**config.mk**
```make
export PLATFORM = sky130hd
export DESIGN_NAME = iac_accept
export DESIGN_NICKNAME = d
export VERILOG_FILES = /design/src/verilog/iac_pkg.sv /design/src/verilog/iac_pick_if.sv /design/src/verilog/iac_pick.sv /design/src/verilog/iac_accept.sv
export SDC_FILE = /design/constraint.sdc
export NUM_CORES = 1
export LEC_CHECK = 0
export BUFFER_PORTS_ARGS = -buffer_cell sky130_fd_sc_hd__buf_2
export CAP_MARGIN = 10
export CORE_MARGIN = 2
export CORE_UTILIZATION = 49
export DETAILED_ROUTE_END_ITERATION = 10
export PLACE_DENSITY = 0.86
export SLEW_MARGIN = 30
export SYNTH_ARGS = -nofsm -noshare
export SYNTH_HDL_FRONTEND = slang
export SYNTH_SLANG_ARGS = --single-unit
```
**constraint.sdc**
```tcl
create_clock -name ref_clk -period 2.1 [get_ports ref_clk]
set_input_delay 0.21 -clock ref_clk [delete_from_list [all_inputs] [get_ports ref_clk]]
set_output_delay 0.21 -clock ref_clk [all_outputs]
set_load 0.02 [all_outputs]
```
**src/verilog/iac_pkg.sv**
```systemverilog
// Constants and types shared by the interrupt acceptance block
package iac_pkg;
    //----------------------------------------------------------------
    // Sources and vectors
    //----------------------------------------------------------------
    localparam int NSRC = 6;
    localparam int NVEC = 5;
    // Source bit positions in the request and gate registers
    localparam int SRC_BASE_TIMER = 0;
    localparam int SRC_EXT_PIN4   = 1;
    localparam int SRC_EXT_PIN0   = 2;
    localparam int SRC_EXT_PIN1   = 3;
    localparam int SRC_SERIAL     = 4;
    localparam int SRC_TIMER0     = 5;
    // Sources behind each vector, vector 0 first; vector 0 is shared
    localparam logic [5:0] VEC_SRC_MASK [NVEC] = '{6'h03, 6'h04, 6'h08, 6'h10, 6'h20};
    // Value of the high level select field that names no vector
    localparam logic [2:0] HL_NONE = 3'h7;

    //----------------------------------------------------------------
    // Timing, nesting status codes and reset values
    //----------------------------------------------------------------
    localparam logic [1:0] ACC_CYCLES = 2'h3;
    localparam logic [1:0] NEST_IDLE  = 2'h0;
    localparam logic [1:0] NEST_ONE   = 2'h1;
    localparam logic [1:0] NEST_TWO   = 2'h2;
    localparam logic [9:0] VBANK_RST  = 10'h000;
    localparam logic [3:0] EDGE_RST   = 4'h0;

    //----------------------------------------------------------------
    // Register byte offsets and field positions
    //----------------------------------------------------------------
    localparam logic [4:0] REG_REQ    = 5'h00;
    localparam logic [4:0] REG_GATE   = 5'h04;
    localparam logic [4:0] REG_GLOBAL = 5'h08;
    localparam logic [4:0] REG_HLSEL  = 5'h0C;
    localparam logic [4:0] REG_EDGE   = 5'h10;
    localparam logic [4:0] REG_NEST   = 5'h14;
    localparam logic [4:0] REG_VBANK  = 5'h18;
    localparam logic [4:0] REG_STAT   = 5'h1C;
    localparam int HLSEL_GLOBAL_BIT   = 3;

    typedef enum logic {IAC_IDLE, IAC_PUSH} iac_state_t;
endpackage : iac_pkg

```
**src/verilog/iac_pick_if.sv**
```systemverilog
// Interface between the acceptance logic and the vector priority picker
`timescale 1ns/100ps
interface iac_pick_if #(parameter int NVEC = 5);
    logic [NVEC-1:0] vec_req;
    logic            pick_valid;
    logic [2:0]      pick_idx;
    modport ctrl (output vec_req, input pick_valid, input pick_idx);
    modport pick (input vec_req, output pick_valid, output pick_idx);
endinterface : iac_pick_if

```
**src/verilog/iac_pick.sv**
```systemverilog
// Fixed priority picker: lowest requesting vector wins
`timescale 1ns/100ps
module iac_pick #(
    parameter int NVEC = 5
) (
    iac_pick_if.pick pif
);
    // Scan from the lowest priority upward so the highest one wins
    always_comb begin
        pif.pick_valid = 1'b0;
        pif.pick_idx   = 3'h0;
        for (int i = NVEC - 1; i >= 0; i--) begin
            if (pif.vec_req[i]) begin
                pif.pick_valid = 1'b1;
                pif.pick_idx   = 3'(i);
            end
        end
    end
endmodule : iac_pick

```
**src/verilog/iac_accept.sv**
```systemverilog
// Interrupt acceptance, gating, nesting and register file
// Functional notes
// - Flag set during interrupt-control op: one more instruction, then 3 cycles.
// - Consecutive interrupt-control ops all run; acceptance waits past the last.
// - Mask-all at or after flag set keeps request pending until unmask-all.
// - Interrupt-control ops are those touching interrupt hardware, incl mask/unmask.
// - Three acceptance cycles perform the stack writes.
// - Flag set in final cycle: one more instruction, then 3 acceptance cycles.
// - Flag set earlier: acceptance right after the current instruction.
// - Following interrupt-control ops extend the wait past the last plus one.
// - Software-set request flag behaves like hardware-set flag.
// - Entry loads data and register bank gates from the vector entry.
// - Reset disables all interrupts and sets nesting status 0.
// - Acceptance needs both source gate and global gate.
// - Clearing a source gate blocks that source; mask-all blocks all.
// - Low-priority acceptance from status 0 enters status 1, others pend.
// - High-priority source nests in status 1; then nothing until return.
// - Service return restores the nesting status held before acceptance.
// - One write to high level select may also set global gate.
// - Acceptance advances nesting 00 to 01 or 01 to 10.
// - Status 1 admits only high-priority source; status 2 admits none.
// - Program counter and status word pushed before vector load.
// - Shared vector with both gates set leaves both flags standing.
//
// Chosen here: the Avalon-MM register port and the register offsets.
`timescale 1ns/100ps
module iac_accept #(
    parameter int NSRC = 6,
    parameter int NVEC = 5
) (
    input  wire logic             ref_clk,
    input  wire logic             resetn,
    // Avalon-MM slave
    input  wire logic [4:0]       avs_address,
    input  wire logic             avs_read,
    input  wire logic             avs_write,
    input  wire logic [31:0]      avs_writedata,
    input  wire logic [3:0]       avs_byteenable,
    output logic      [31:0]      avs_readdata,
    output logic                  avs_waitrequest,
    // Instruction sequencer
    input  wire logic             cyc_last,
    input  wire logic             cyc_ictl,
    input  wire logic             seq_mask_all,
    input  wire logic             seq_unmask_all,
    input  wire logic             seq_return,
    // Interrupt sources
    input  wire logic [NSRC-1:0]  src_event,
    // Acceptance answer
    output logic                  acc_busy,
    output logic                  acc_push,
    output logic      [1:0]       acc_step,
    output logic      [2:0]       acc_vector,
    output logic                  vector_load,
    output logic                  data_bank_gate,
    output logic                  regset_bank_gate,
    output logic      [1:0]       nest_state,
    output logic      [1:0]       ext_pin0_edge_mode,
    output logic      [1:0]       ext_pin1_edge_mode
);
    //----------------------------------------------------------------
    // State
    //----------------------------------------------------------------
    logic [NSRC-1:0]     source_request_flag;
    logic [NSRC-1:0]     source_gate_flag;
    logic                global_gate_flag;
    logic [2:0]          high_level_source_select;
    logic [1:0]          nest_save0;
    logic [1:0]          nest_save1;
    logic [2*NVEC-1:0]   vbank;
    logic                seen_early;
    logic                defer;
    logic [1:0]          acc_cnt;
    iac_pkg::iac_state_t state;

    iac_pick_if #(.NVEC(NVEC)) pif ();

    iac_pick #(.NVEC(NVEC)) u_pick (
        .pif (pif)
    );

    //----------------------------------------------------------------
    // Bus decode
    //----------------------------------------------------------------
    wire        bus_take   = ~avs_waitrequest & (avs_read | avs_write);
    wire        wr_take    = bus_take & avs_write;
    wire [31:0] wmask      = {{8{avs_byteenable[3]}}, {8{avs_byteenable[2]}},
                              {8{avs_byteenable[1]}}, {8{avs_byteenable[0]}}};
    wire [31:0] wd_masked  = avs_writedata & wmask;
    wire        wr_req     = wr_take & (avs_address == iac_pkg::REG_REQ);
    wire        wr_gate    = wr_take & (avs_address == iac_pkg::REG_GATE);
    wire        wr_global  = wr_take & (avs_address == iac_pkg::REG_GLOBAL);
    wire        wr_hlsel   = wr_take & (avs_address == iac_pkg::REG_HLSEL);
    wire        wr_edge    = wr_take & (avs_address == iac_pkg::REG_EDGE);
    wire        wr_nest    = wr_take & (avs_address == iac_pkg::REG_NEST);
    wire        wr_vbank   = wr_take & (avs_address == iac_pkg::REG_VBANK);
    wire        be0        = avs_byteenable[0];

    // Read data selection
    logic [31:0] rd_mux;
    always_comb begin
        if (avs_address == iac_pkg::REG_REQ)
            rd_mux = 32'(source_request_flag);
        else if (avs_address == iac_pkg::REG_GATE)
            rd_mux = 32'(source_gate_flag);
        else if (avs_address == iac_pkg::REG_GLOBAL)
            rd_mux = 32'(global_gate_flag);
        else if (avs_address == iac_pkg::REG_HLSEL)
            rd_mux = 32'(high_level_source_select);
        else if (avs_address == iac_pkg::REG_EDGE)
            rd_mux = 32'({ext_pin1_edge_mode, ext_pin0_edge_mode});
        else if (avs_address == iac_pkg::REG_NEST)
            rd_mux = 32'(nest_state);
        else if (avs_address == iac_pkg::REG_VBANK)
            rd_mux = 32'(vbank);
        else if (avs_address == iac_pkg::REG_STAT)
            rd_mux = 32'({defer, acc_busy});
        else
            rd_mux = 32'h0000_0000;
    end

    // One wait cycle, then the answer stands for one cycle
    always_ff @(posedge ref_clk or negedge resetn) begin
        if (!resetn) begin
            avs_waitrequest <= 1'b1;
            avs_readdata    <= 32'h0000_0000;
        end else begin
            avs_waitrequest <= ~(avs_waitrequest & (avs_read | avs_write));
            avs_readdata    <= rd_mux;
        end
    end

    //----------------------------------------------------------------
    // Gating and priority
    //----------------------------------------------------------------
    wire [NSRC-1:0] src_live = source_request_flag & source_gate_flag
                               & {NSRC{global_gate_flag}};
    // Any request behind an open source gate, watched by the gate check
    wire            gated_any = |(source_request_flag & source_gate_flag);
    logic [NVEC-1:0] vec_permit;
    always_comb begin
        for (int v = 0; v < NVEC; v++) begin
            if (nest_state == iac_pkg::NEST_IDLE)
                vec_permit[v] = 1'b1;
            else if (nest_state == iac_pkg::NEST_ONE)
                vec_permit[v] = (high_level_source_select == 3'(v));
            else
                vec_permit[v] = 1'b0;
        end
    end

    // Requests per vector; shared vector ORs both sources
    always_comb begin
        for (int v = 0; v < NVEC; v++)
            pif.vec_req[v] = |(src_live & iac_pkg::VEC_SRC_MASK[v]) & vec_permit[v];
    end

    wire             idle     = (state == iac_pkg::IAC_IDLE);
    wire             eligible = pif.pick_valid & idle;
    wire             go       = idle & cyc_last & ~cyc_ictl & eligible
                                & (seen_early | defer);

    // Flags cleared on acceptance unless a shared vector has both gates set
    wire [NSRC-1:0]  clr_cand = iac_pkg::VEC_SRC_MASK[pif.pick_idx] & source_gate_flag;
    wire             both_on  = |(clr_cand & (clr_cand - NSRC'(1)));
    wire [NSRC-1:0]  clr_bits = (go & ~both_on) ? clr_cand : '0;

    //----------------------------------------------------------------
    // Deferral tracking
    //----------------------------------------------------------------
    // Early sighting arms acceptance at the end of this same instruction
    always_ff @(posedge ref_clk or negedge resetn) begin
        if (!resetn) begin
            seen_early <= 1'b0;
            defer      <= 1'b0;
        end else begin
            if (cyc_last | ~idle)
                seen_early <= 1'b0;
            else if (eligible & ~cyc_ictl)
                seen_early <= 1'b1;
            if (~idle | go | (cyc_last & ~eligible))
                defer <= 1'b0;
            else if (cyc_last & eligible)
                defer <= 1'b1;
        end
    end

    //----------------------------------------------------------------
    // Acceptance sequence
    //----------------------------------------------------------------
    // Three push cycles, then the vector load pulse
    always_ff @(posedge ref_clk or negedge resetn) begin
        if (!resetn) begin
            state       <= iac_pkg::IAC_IDLE;
            acc_cnt     <= 2'h0;
            acc_vector  <= 3'h0;
            vector_load <= 1'b0;
        end else begin
            vector_load <= 1'b0;
            case (state)
                iac_pkg::IAC_IDLE: begin
                    acc_cnt <= 2'h0;
                    if (go) begin
                        state      <= iac_pkg::IAC_PUSH;
                        acc_vector <= pif.pick_idx;
                    end
                end
                iac_pkg::IAC_PUSH: begin
                    acc_cnt <= acc_cnt + 2'h1;
                    if (acc_cnt == iac_pkg::ACC_CYCLES - 2'h1) begin
                        state       <= iac_pkg::IAC_IDLE;
                        vector_load <= 1'b1;
                    end
                end
                default: state <= iac_pkg::IAC_IDLE;
            endcase
        end
    end

    // Stack write strobes: steps 0 and 1 program counter, step 2 status word
    always_ff @(posedge ref_clk or negedge resetn) begin
        if (!resetn) begin
            acc_busy <= 1'b0;
            acc_push <= 1'b0;
            acc_step <= 2'h0;
        end else begin
            acc_busy <= go | (~idle & (acc_cnt != iac_pkg::ACC_CYCLES - 2'h1));
            acc_push <= go | (~idle & (acc_cnt != iac_pkg::ACC_CYCLES - 2'h1));
            acc_step <= go ? 2'h0 : acc_step + 2'h1;
        end
    end

    wire acc_end = ~idle & (acc_cnt == iac_pkg::ACC_CYCLES - 2'h1);

    //----------------------------------------------------------------
    // Nesting status and its save stack
    //----------------------------------------------------------------
    always_ff @(posedge ref_clk or negedge resetn) begin
        if (!resetn) begin
            nest_state <= iac_pkg::NEST_IDLE;
            nest_save0 <= iac_pkg::NEST_IDLE;
            nest_save1 <= iac_pkg::NEST_IDLE;
        end else if (acc_end) begin
            nest_state <= nest_state + 2'h1;
            nest_save0 <= nest_state;
            nest_save1 <= nest_save0;
        end else if (seq_return & idle) begin
            nest_state <= nest_save0;
            nest_save0 <= nest_save1;
        end else if (wr_nest & be0) begin
            nest_state <= avs_writedata[1:0];
        end
    end

    // Bank gates loaded from the accepted vector entry
    always_ff @(posedge ref_clk or negedge resetn) begin
        if (!resetn) begin
            data_bank_gate   <= 1'b0;
            regset_bank_gate <= 1'b0;
        end else if (acc_end) begin
            data_bank_gate   <= vbank[2*acc_vector];
            regset_bank_gate <= vbank[2*acc_vector+1];
        end
    end

    //----------------------------------------------------------------
    // Software registers
    //----------------------------------------------------------------
    wire [NSRC-1:0] next_flag = wr_req
        ? ((source_request_flag & ~wmask[NSRC-1:0]) | wd_masked[NSRC-1:0])
        : (source_request_flag & ~clr_bits);
    // Source events win over any clear in the same cycle
    always_ff @(posedge ref_clk or negedge resetn) begin
        if (!resetn)
            source_request_flag <= '0;
        else
            source_request_flag <= next_flag | src_event;
    end

    // Gates, select, edge modes and vector bank bits
    always_ff @(posedge ref_clk or negedge resetn) begin
        if (!resetn) begin
            source_gate_flag         <= '0;
            high_level_source_select <= iac_pkg::HL_NONE;
            {ext_pin1_edge_mode, ext_pin0_edge_mode} <= iac_pkg::EDGE_RST;
            vbank                    <= iac_pkg::VBANK_RST;
        end else begin
            if (wr_gate & be0)
                source_gate_flag <= avs_writedata[NSRC-1:0];
            if (wr_hlsel & be0)
                high_level_source_select <= avs_writedata[2:0];
            if (wr_edge & be0)
                {ext_pin1_edge_mode, ext_pin0_edge_mode} <= avs_writedata[3:0];
            if (wr_vbank)
                vbank <= (vbank & ~wmask[2*NVEC-1:0]) | wd_masked[2*NVEC-1:0];
        end
    end

    // Global gate: sequencer ops first, then register writes
    always_ff @(posedge ref_clk or negedge resetn) begin
        if (!resetn)
            global_gate_flag <= 1'b0;
        else if (seq_mask_all)
            global_gate_flag <= 1'b0;
        else if (seq_unmask_all)
            global_gate_flag <= 1'b1;
        else if (wr_global & be0)
            global_gate_flag <= avs_writedata[0];
        else if (wr_hlsel & be0 & avs_writedata[iac_pkg::HLSEL_GLOBAL_BIT])
            global_gate_flag <= 1'b1;
    end
endmodule : iac_accept

```
After elaboration in Yosys (flattened, before gate mapping)
Memories as Yosys holds them, arrays and structs flattened.
Index checks and enable logic that the tools add are counted.
{"block": "word_totals", "n_memories": 1, "regBits": 83, "out_inout_bits": 49, "rom_bits": 48}
{"block": "op_classes", "addsub": 5, "mux": 56, "order_cmp": 3, "n_reduce_logical": 11, "n_eq_ne": 14, "n_bitwise": 60}
{"name": "(name not given)", "words": 8, "word_bits": 6, "rd": 1, "rd_ports_with_merged_regs": 0, "wr": 0, "line_no": "iac_accept.sv:164", "text": "wire [NSRC-1:0] clr_cand = iac_pkg::VEC_SRC_MASK[pif.pick_idx] & source_gate_flag;"}
{"op": "32-bit 2-to-1 mux", "n": 6}
{"op": "6-bit AND", "n": 6}
{"op": "1-bit AND", "n": 33}
{"op": "1-bit 2-to-1 mux", "n": 29}
{"op": "6-bit 2-to-1 mux", "n": 4}
{"op": "10-bit AND", "n": 2}
{"op": "5-bit == test (second input constant)", "n": 4}
{"op": "3-bit 2-to-1 mux", "n": 5}
{"op": "2-bit 2-to-1 mux", "n": 7}
{"op": "6-bit NOT", "n": 2}
{"op": "6-bit OR", "n": 2}
{"op": "5-bit by 4-bit == test with 1-bit output (second input constant)", "n": 2}
{"op": "10-bit 2-to-1 mux", "n": 1}
{"op": "10-bit NOT", "n": 1}
{"op": "10-bit OR", "n": 1}
{"op": "2-bit by 1-bit adder with 2-bit output (second input constant)", "n": 3}
{"op": "3-bit by 2-bit == test with 1-bit output (second input constant)", "n": 2}
{"op": "1-bit NOT", "n": 6}
{"op": "1-bit OR", "n": 6}
{"op": "2-bit nonzero test", "n": 3}
{"op": "6-bit OR reduction", "n": 1}
{"op": "6-bit by 1-bit subtractor with 6-bit output (second input constant)", "n": 1}
{"op": "4-bit by 1-bit adder with 5-bit output (second input constant)", "n": 1}
{"op": "5-bit by 3-bit == test with 1-bit output (second input constant)", "n": 1}
{"op": "20 further kinds", "n": 20}

Logic depth before layout (Yosys ltp)
{"block": "depth", "depth_word": 24, "ltp_mapped": 8}

Modules after synthesis
Synthesis repeated with hierarchy kept, for this count alone.
{"block": "hier_totals", "hier_cells": 290, "hier_area_um2": 3261.9}
{"module": "iac_accept", "seq_area_each_um2": 1531.5, "area_each_um2": 3213.1, "cells_each": 282, "n_inst": 1}
{"module": "iac_pick", "seq_area_each_um2": 0.0, "area_each_um2": 48.8, "cells_each": 8, "n_inst": 1}

Worst setup path before layout
OpenSTA, ideal clock, no wires.
{"block": "synth_timing", "kind": "flip-flop to flip-flop", "start": "register nest_state[1]", "end": "register acc_vector[0]", "path_slack_ns": 0.128, "synth_period_minus_slack_ns": 1.972, "arrival_time_ns": 1.847, "path_buffers": 0, "required_ns": 1.975, "path_stages_with_launch": 8, "path_cell_list": "dfrtp_1 -> inv_1 -> ha_1 -> nor4b_2 -> nand3_1 -> and4_4 -> a21oi_2 -> mux2_4"}
{"block": "synth_between", "elab_chain_cells": 13, "elab_cells_between_ends": 30, "classes_between": "eq/ne (1); mux (19); bitwise (8); reduce/logical (2)"}
{"item": "from (decl)", "line_no": "iac_accept.sv:57", "text": "output logic [1:0] nest_state,"}
{"item": "from (signal assigned)", "line_no": "iac_accept.sv:240", "text": "nest_state <= iac_pkg::NEST_IDLE;"}
{"item": "from (signal assigned)", "line_no": "iac_accept.sv:244", "text": "nest_state <= nest_state + 2'h1;"}
{"item": "from (signal assigned)", "line_no": "iac_accept.sv:248", "text": "nest_state <= nest_save0;"}
{"item": "2-bit by 1-bit == test with 1-bit output", "line_no": "iac_accept.sv:145", "text": "else if (nest_state == iac_pkg::NEST_ONE)"}
{"item": "1-bit 2-to-1 mux", "line_no": "iac_accept.sv:145"}
{"item": "1-bit 2-to-1 mux", "line_no": "iac_accept.sv:143", "text": "if (nest_state == iac_pkg::NEST_IDLE)"}
{"item": "1-bit AND", "line_no": "iac_accept.sv:155", "text": "pif.vec_req[v] = |(src_live & iac_pkg::VEC_SRC_MASK[v]) & vec_permit[v];"}
{"item": "1-bit 2-to-1 mux (5 in a row)", "line_no": "iac_pick.sv:13", "text": "if (pif.vec_req[i]) begin"}
{"item": "1-bit AND", "line_no": "iac_accept.sv:159", "text": "wire eligible = pif.pick_valid & idle;"}
{"item": "1-bit AND", "line_no": "iac_accept.sv:160", "text": "wire go = idle & cyc_last & ~cyc_ictl & eligible"}
{"item": "1-bit AND", "line_no": "iac_accept.sv:161", "text": "& (seen_early | defer);"}
{"item": "2-bit AND reduction (no source line)"}
{"item": "to (signal assigned)", "line_no": "iac_accept.sv:205", "text": "acc_vector <= pif.pick_idx;"}
{"item": "to (decl)", "line_no": "iac_accept.sv:53", "text": "output logic [2:0] acc_vector,"}
Several ways; a longest one is shown, not always the timed one.
A chain may end at the register's enable or synchronous reset.

Worst setup path after layout
Same ends and word-level chain as after synthesis.

==> out/metrics.cfg <==
[timing]
fin_ws_ns = 0.0720
tns_ns = 0
finalSetupViolCount = 0
max_slew_margin_pct = 50.1
final.min_clock_period_ns = 2.03
max_freq_ghz = 0.493
finalHoldViolCount = 0
hold_slack_ns = 0.0221
min_period_over_period_pct = 96.6
fin_skew_ns = 0.00755
maxSlewViolCount = 0
worst_slew_pin_slew_ns = 0.749

[setup_path]
slowest_delay_ns = 0.38
crit_type = reg -> reg
critical-path-slowest-cell = dfrtp_1
crit_chain = inv_1 > ha_2 > nor4b_4 > nand3_1 > and4_4 > a21oi_4 > mux2_4
cp.required_ns = 2.34
crit_path_max_fanout = 5
start_kind = flip-flop
cp.arrival_ns = 2.26
endpoint_kind = flip-flop

[clock_tree]
cts_buffers = 9
cts_tree = built
cts_sinks = 61
htree_levels = 3
clock_latency_ns = 0.35
cts_setup_buffers = 0
cts.reportedPaths.clkPinSlew_ns = 0.07
cts.path.max_buffers = 2
cts-root-buf = clkbuf_8

[global_routing]
first_global_vias = 2504
grt_pass1_wl_um = 12200
grt_util_all_layers_pct = 21.8
grt_max_degree = 62
overflow = 0
antenna_found_initial = 0

[placed_design]
place_congestion = 0.963
place_hpwl_um = 5760
dpl_worst_slack_ns = -0.0111
io_buffers = 58
dp_cells = 445

[yosys]
netlist_top_cells_area = dfrtp_1, mux2_2, buf_4, dfstp_2, o21ai_0
synth-simple-area-share_pct = 15.4
synthAdderAreaFrac_pct = 1.14
synth_compound_area_share_pct = 16.0
synthArstFlopShare_pct = 100
yosysWarnings = 0
synth.area.mux_share_pct = 12.3
yosysSeqAreaShare_pct = 46.4
yosysTopAreaCellShare_pct = 43.2
synth_xor_area_share_pct = 0.266
avgSynthCellArea_um2 = 10.6
synth_top_family_by_area = compound AO/OA/AOI/OAI gates
synth-seq-cells = 61
synthFlopType = dfrtp_1
synth-edff-count = 0
yosys.area.top_type = dfrtp_1
netlist_area_mm2 = 0.00330
synth_cells = 312
synthDistinctLibCells = 64

[layout]
syn2layout_area_growth_pct = 17.0
final_cell_mix = buf_2, dfrtp_1, mux2_2
final_common_cell = buf_2
antenna_cells = 0
nets = 439
layout.cells.non_filler = 462
fin_util_pct = 60.1
drive_gt1_share_pct = 34.3

[routing]
drc_errors = 0
vias_per_cell = 5.79
totalWireLength_um = 7810
num_vias = 2674
drt_iter0_drc = 237
wl_per_cell_um = 16.9
ant_nets = 0
first_pass_iters = 5

[floorplanning]
die_width_um = 86.0
start_util_pct = 51.4
core_mm2 = 0.00642
dieArea_mm2 = 0.00740
pin_count = 105
die_h_um = 86.0
rows = 29

[outcome]
status = finished clean

[power_and_ir_drop]
leakage_nw = 1.88
vdd.ir_drop.worst_mv = 0.353
power_density_mw_per_mm2 = 943

[flow_run]
cap_violations = 0

[min_path]
worstHoldPathType = in -> async

-- metal layers --
layer / vias up / global-route usage [%] / share of wire (%)
met5: - / 0 / 0
met4: 0 / 7.50 / 1.9
met3: 18 / 6.54 / 8.6
met1: 1288 / 28.3 / 42
met2: 139 / 34.7 / 48
li1: 1229 / - / -
-- cell families (layout without fill, tap and decap cells) --
group,count (synthesis),in the layout
compound gates,75,75
xor+xnor,1,1
fa+ha+maj,3,3
buf+inv,48,100
flops,61,61
mux,33,33
other cells,1,22
simple gates,90,90
-- area by class of cell --
class	count	area [um2]
Multi-Input combinational cell	224	1590
Inverter	17	63.8
Clock inverter	7	90.1
Tap cell	77	96.3
Fill cell	539	2560
Timing Repair Buffer	67	360
Sequential cell	61	1530
Clock buffer	9	124
-- through the flow --
step	area, um2	power [W]
CTS	3850	0.00362
detailed placement	3610	0.00247
finish	3860	0.00364
global placement	3610	0.00243
global route	3860	0.00381
floorplan	3380	0.00218
-- power breakdown --
| group | switching (W) | internal [W] | leakage [nW] |
|---|---|---|---|
| clock network | 0.000483 | 0.000661 | 0.105 |
| registers | 0.000151 | 0.00135 | 0.767 |
| logic | 0.000613 | 0.000387 | 1.01 |
-- timing repair --
item                                    in CTS  in global routing
endpoints found under the hold margin        1                  0
hold buffers                                 1                  0
gates resized for setup                      1                  3
endpoints found under the setup margin       1                  4
-- cells in the mapped netlist (all sizes together) (4+ instances only) --
library cell / number
a21oi: 17
a22oi: 4
and2: 7
and3: 7
buf: 28
dfrtp: 57
dfstp: 4
inv: 17
mux2: 28
nand2: 26
nand3: 9
nor2: 18
nor3: 7
o211ai: 4
o21ai: 21
-- final timing paths --
path                               start  depth (start not counted)               to  slack (ns)
min reg2reg                   acc_cnt[0]                          1       acc_cnt[0]        0.42
min                               resetn                          2    nest_save1[0]        0.02
max in group asynchronous         resetn                          2    acc_vector[1]        1.60
min in group ref_clk            avs_read                          2  avs_waitrequest        0.03
max reg2reg                nest_state[1]                          7    acc_vector[0]        0.07
max                        nest_state[1]                          7    acc_vector[0]        0.07
-- worst max-delay path, delay by kind of cell (launching register included) --
family / cells / cell delay [ns]
buffers and inverters: 1 / 0.10
AOI/OAI and AO/OA: 1 / 0.22
muxes: 1 / 0.32
DFF: 1 / 0.38
adders and majority gates: 1 / 0.22
and+or+nand+nor: 3 / 0.68
(Power assumes the default switching activity.)
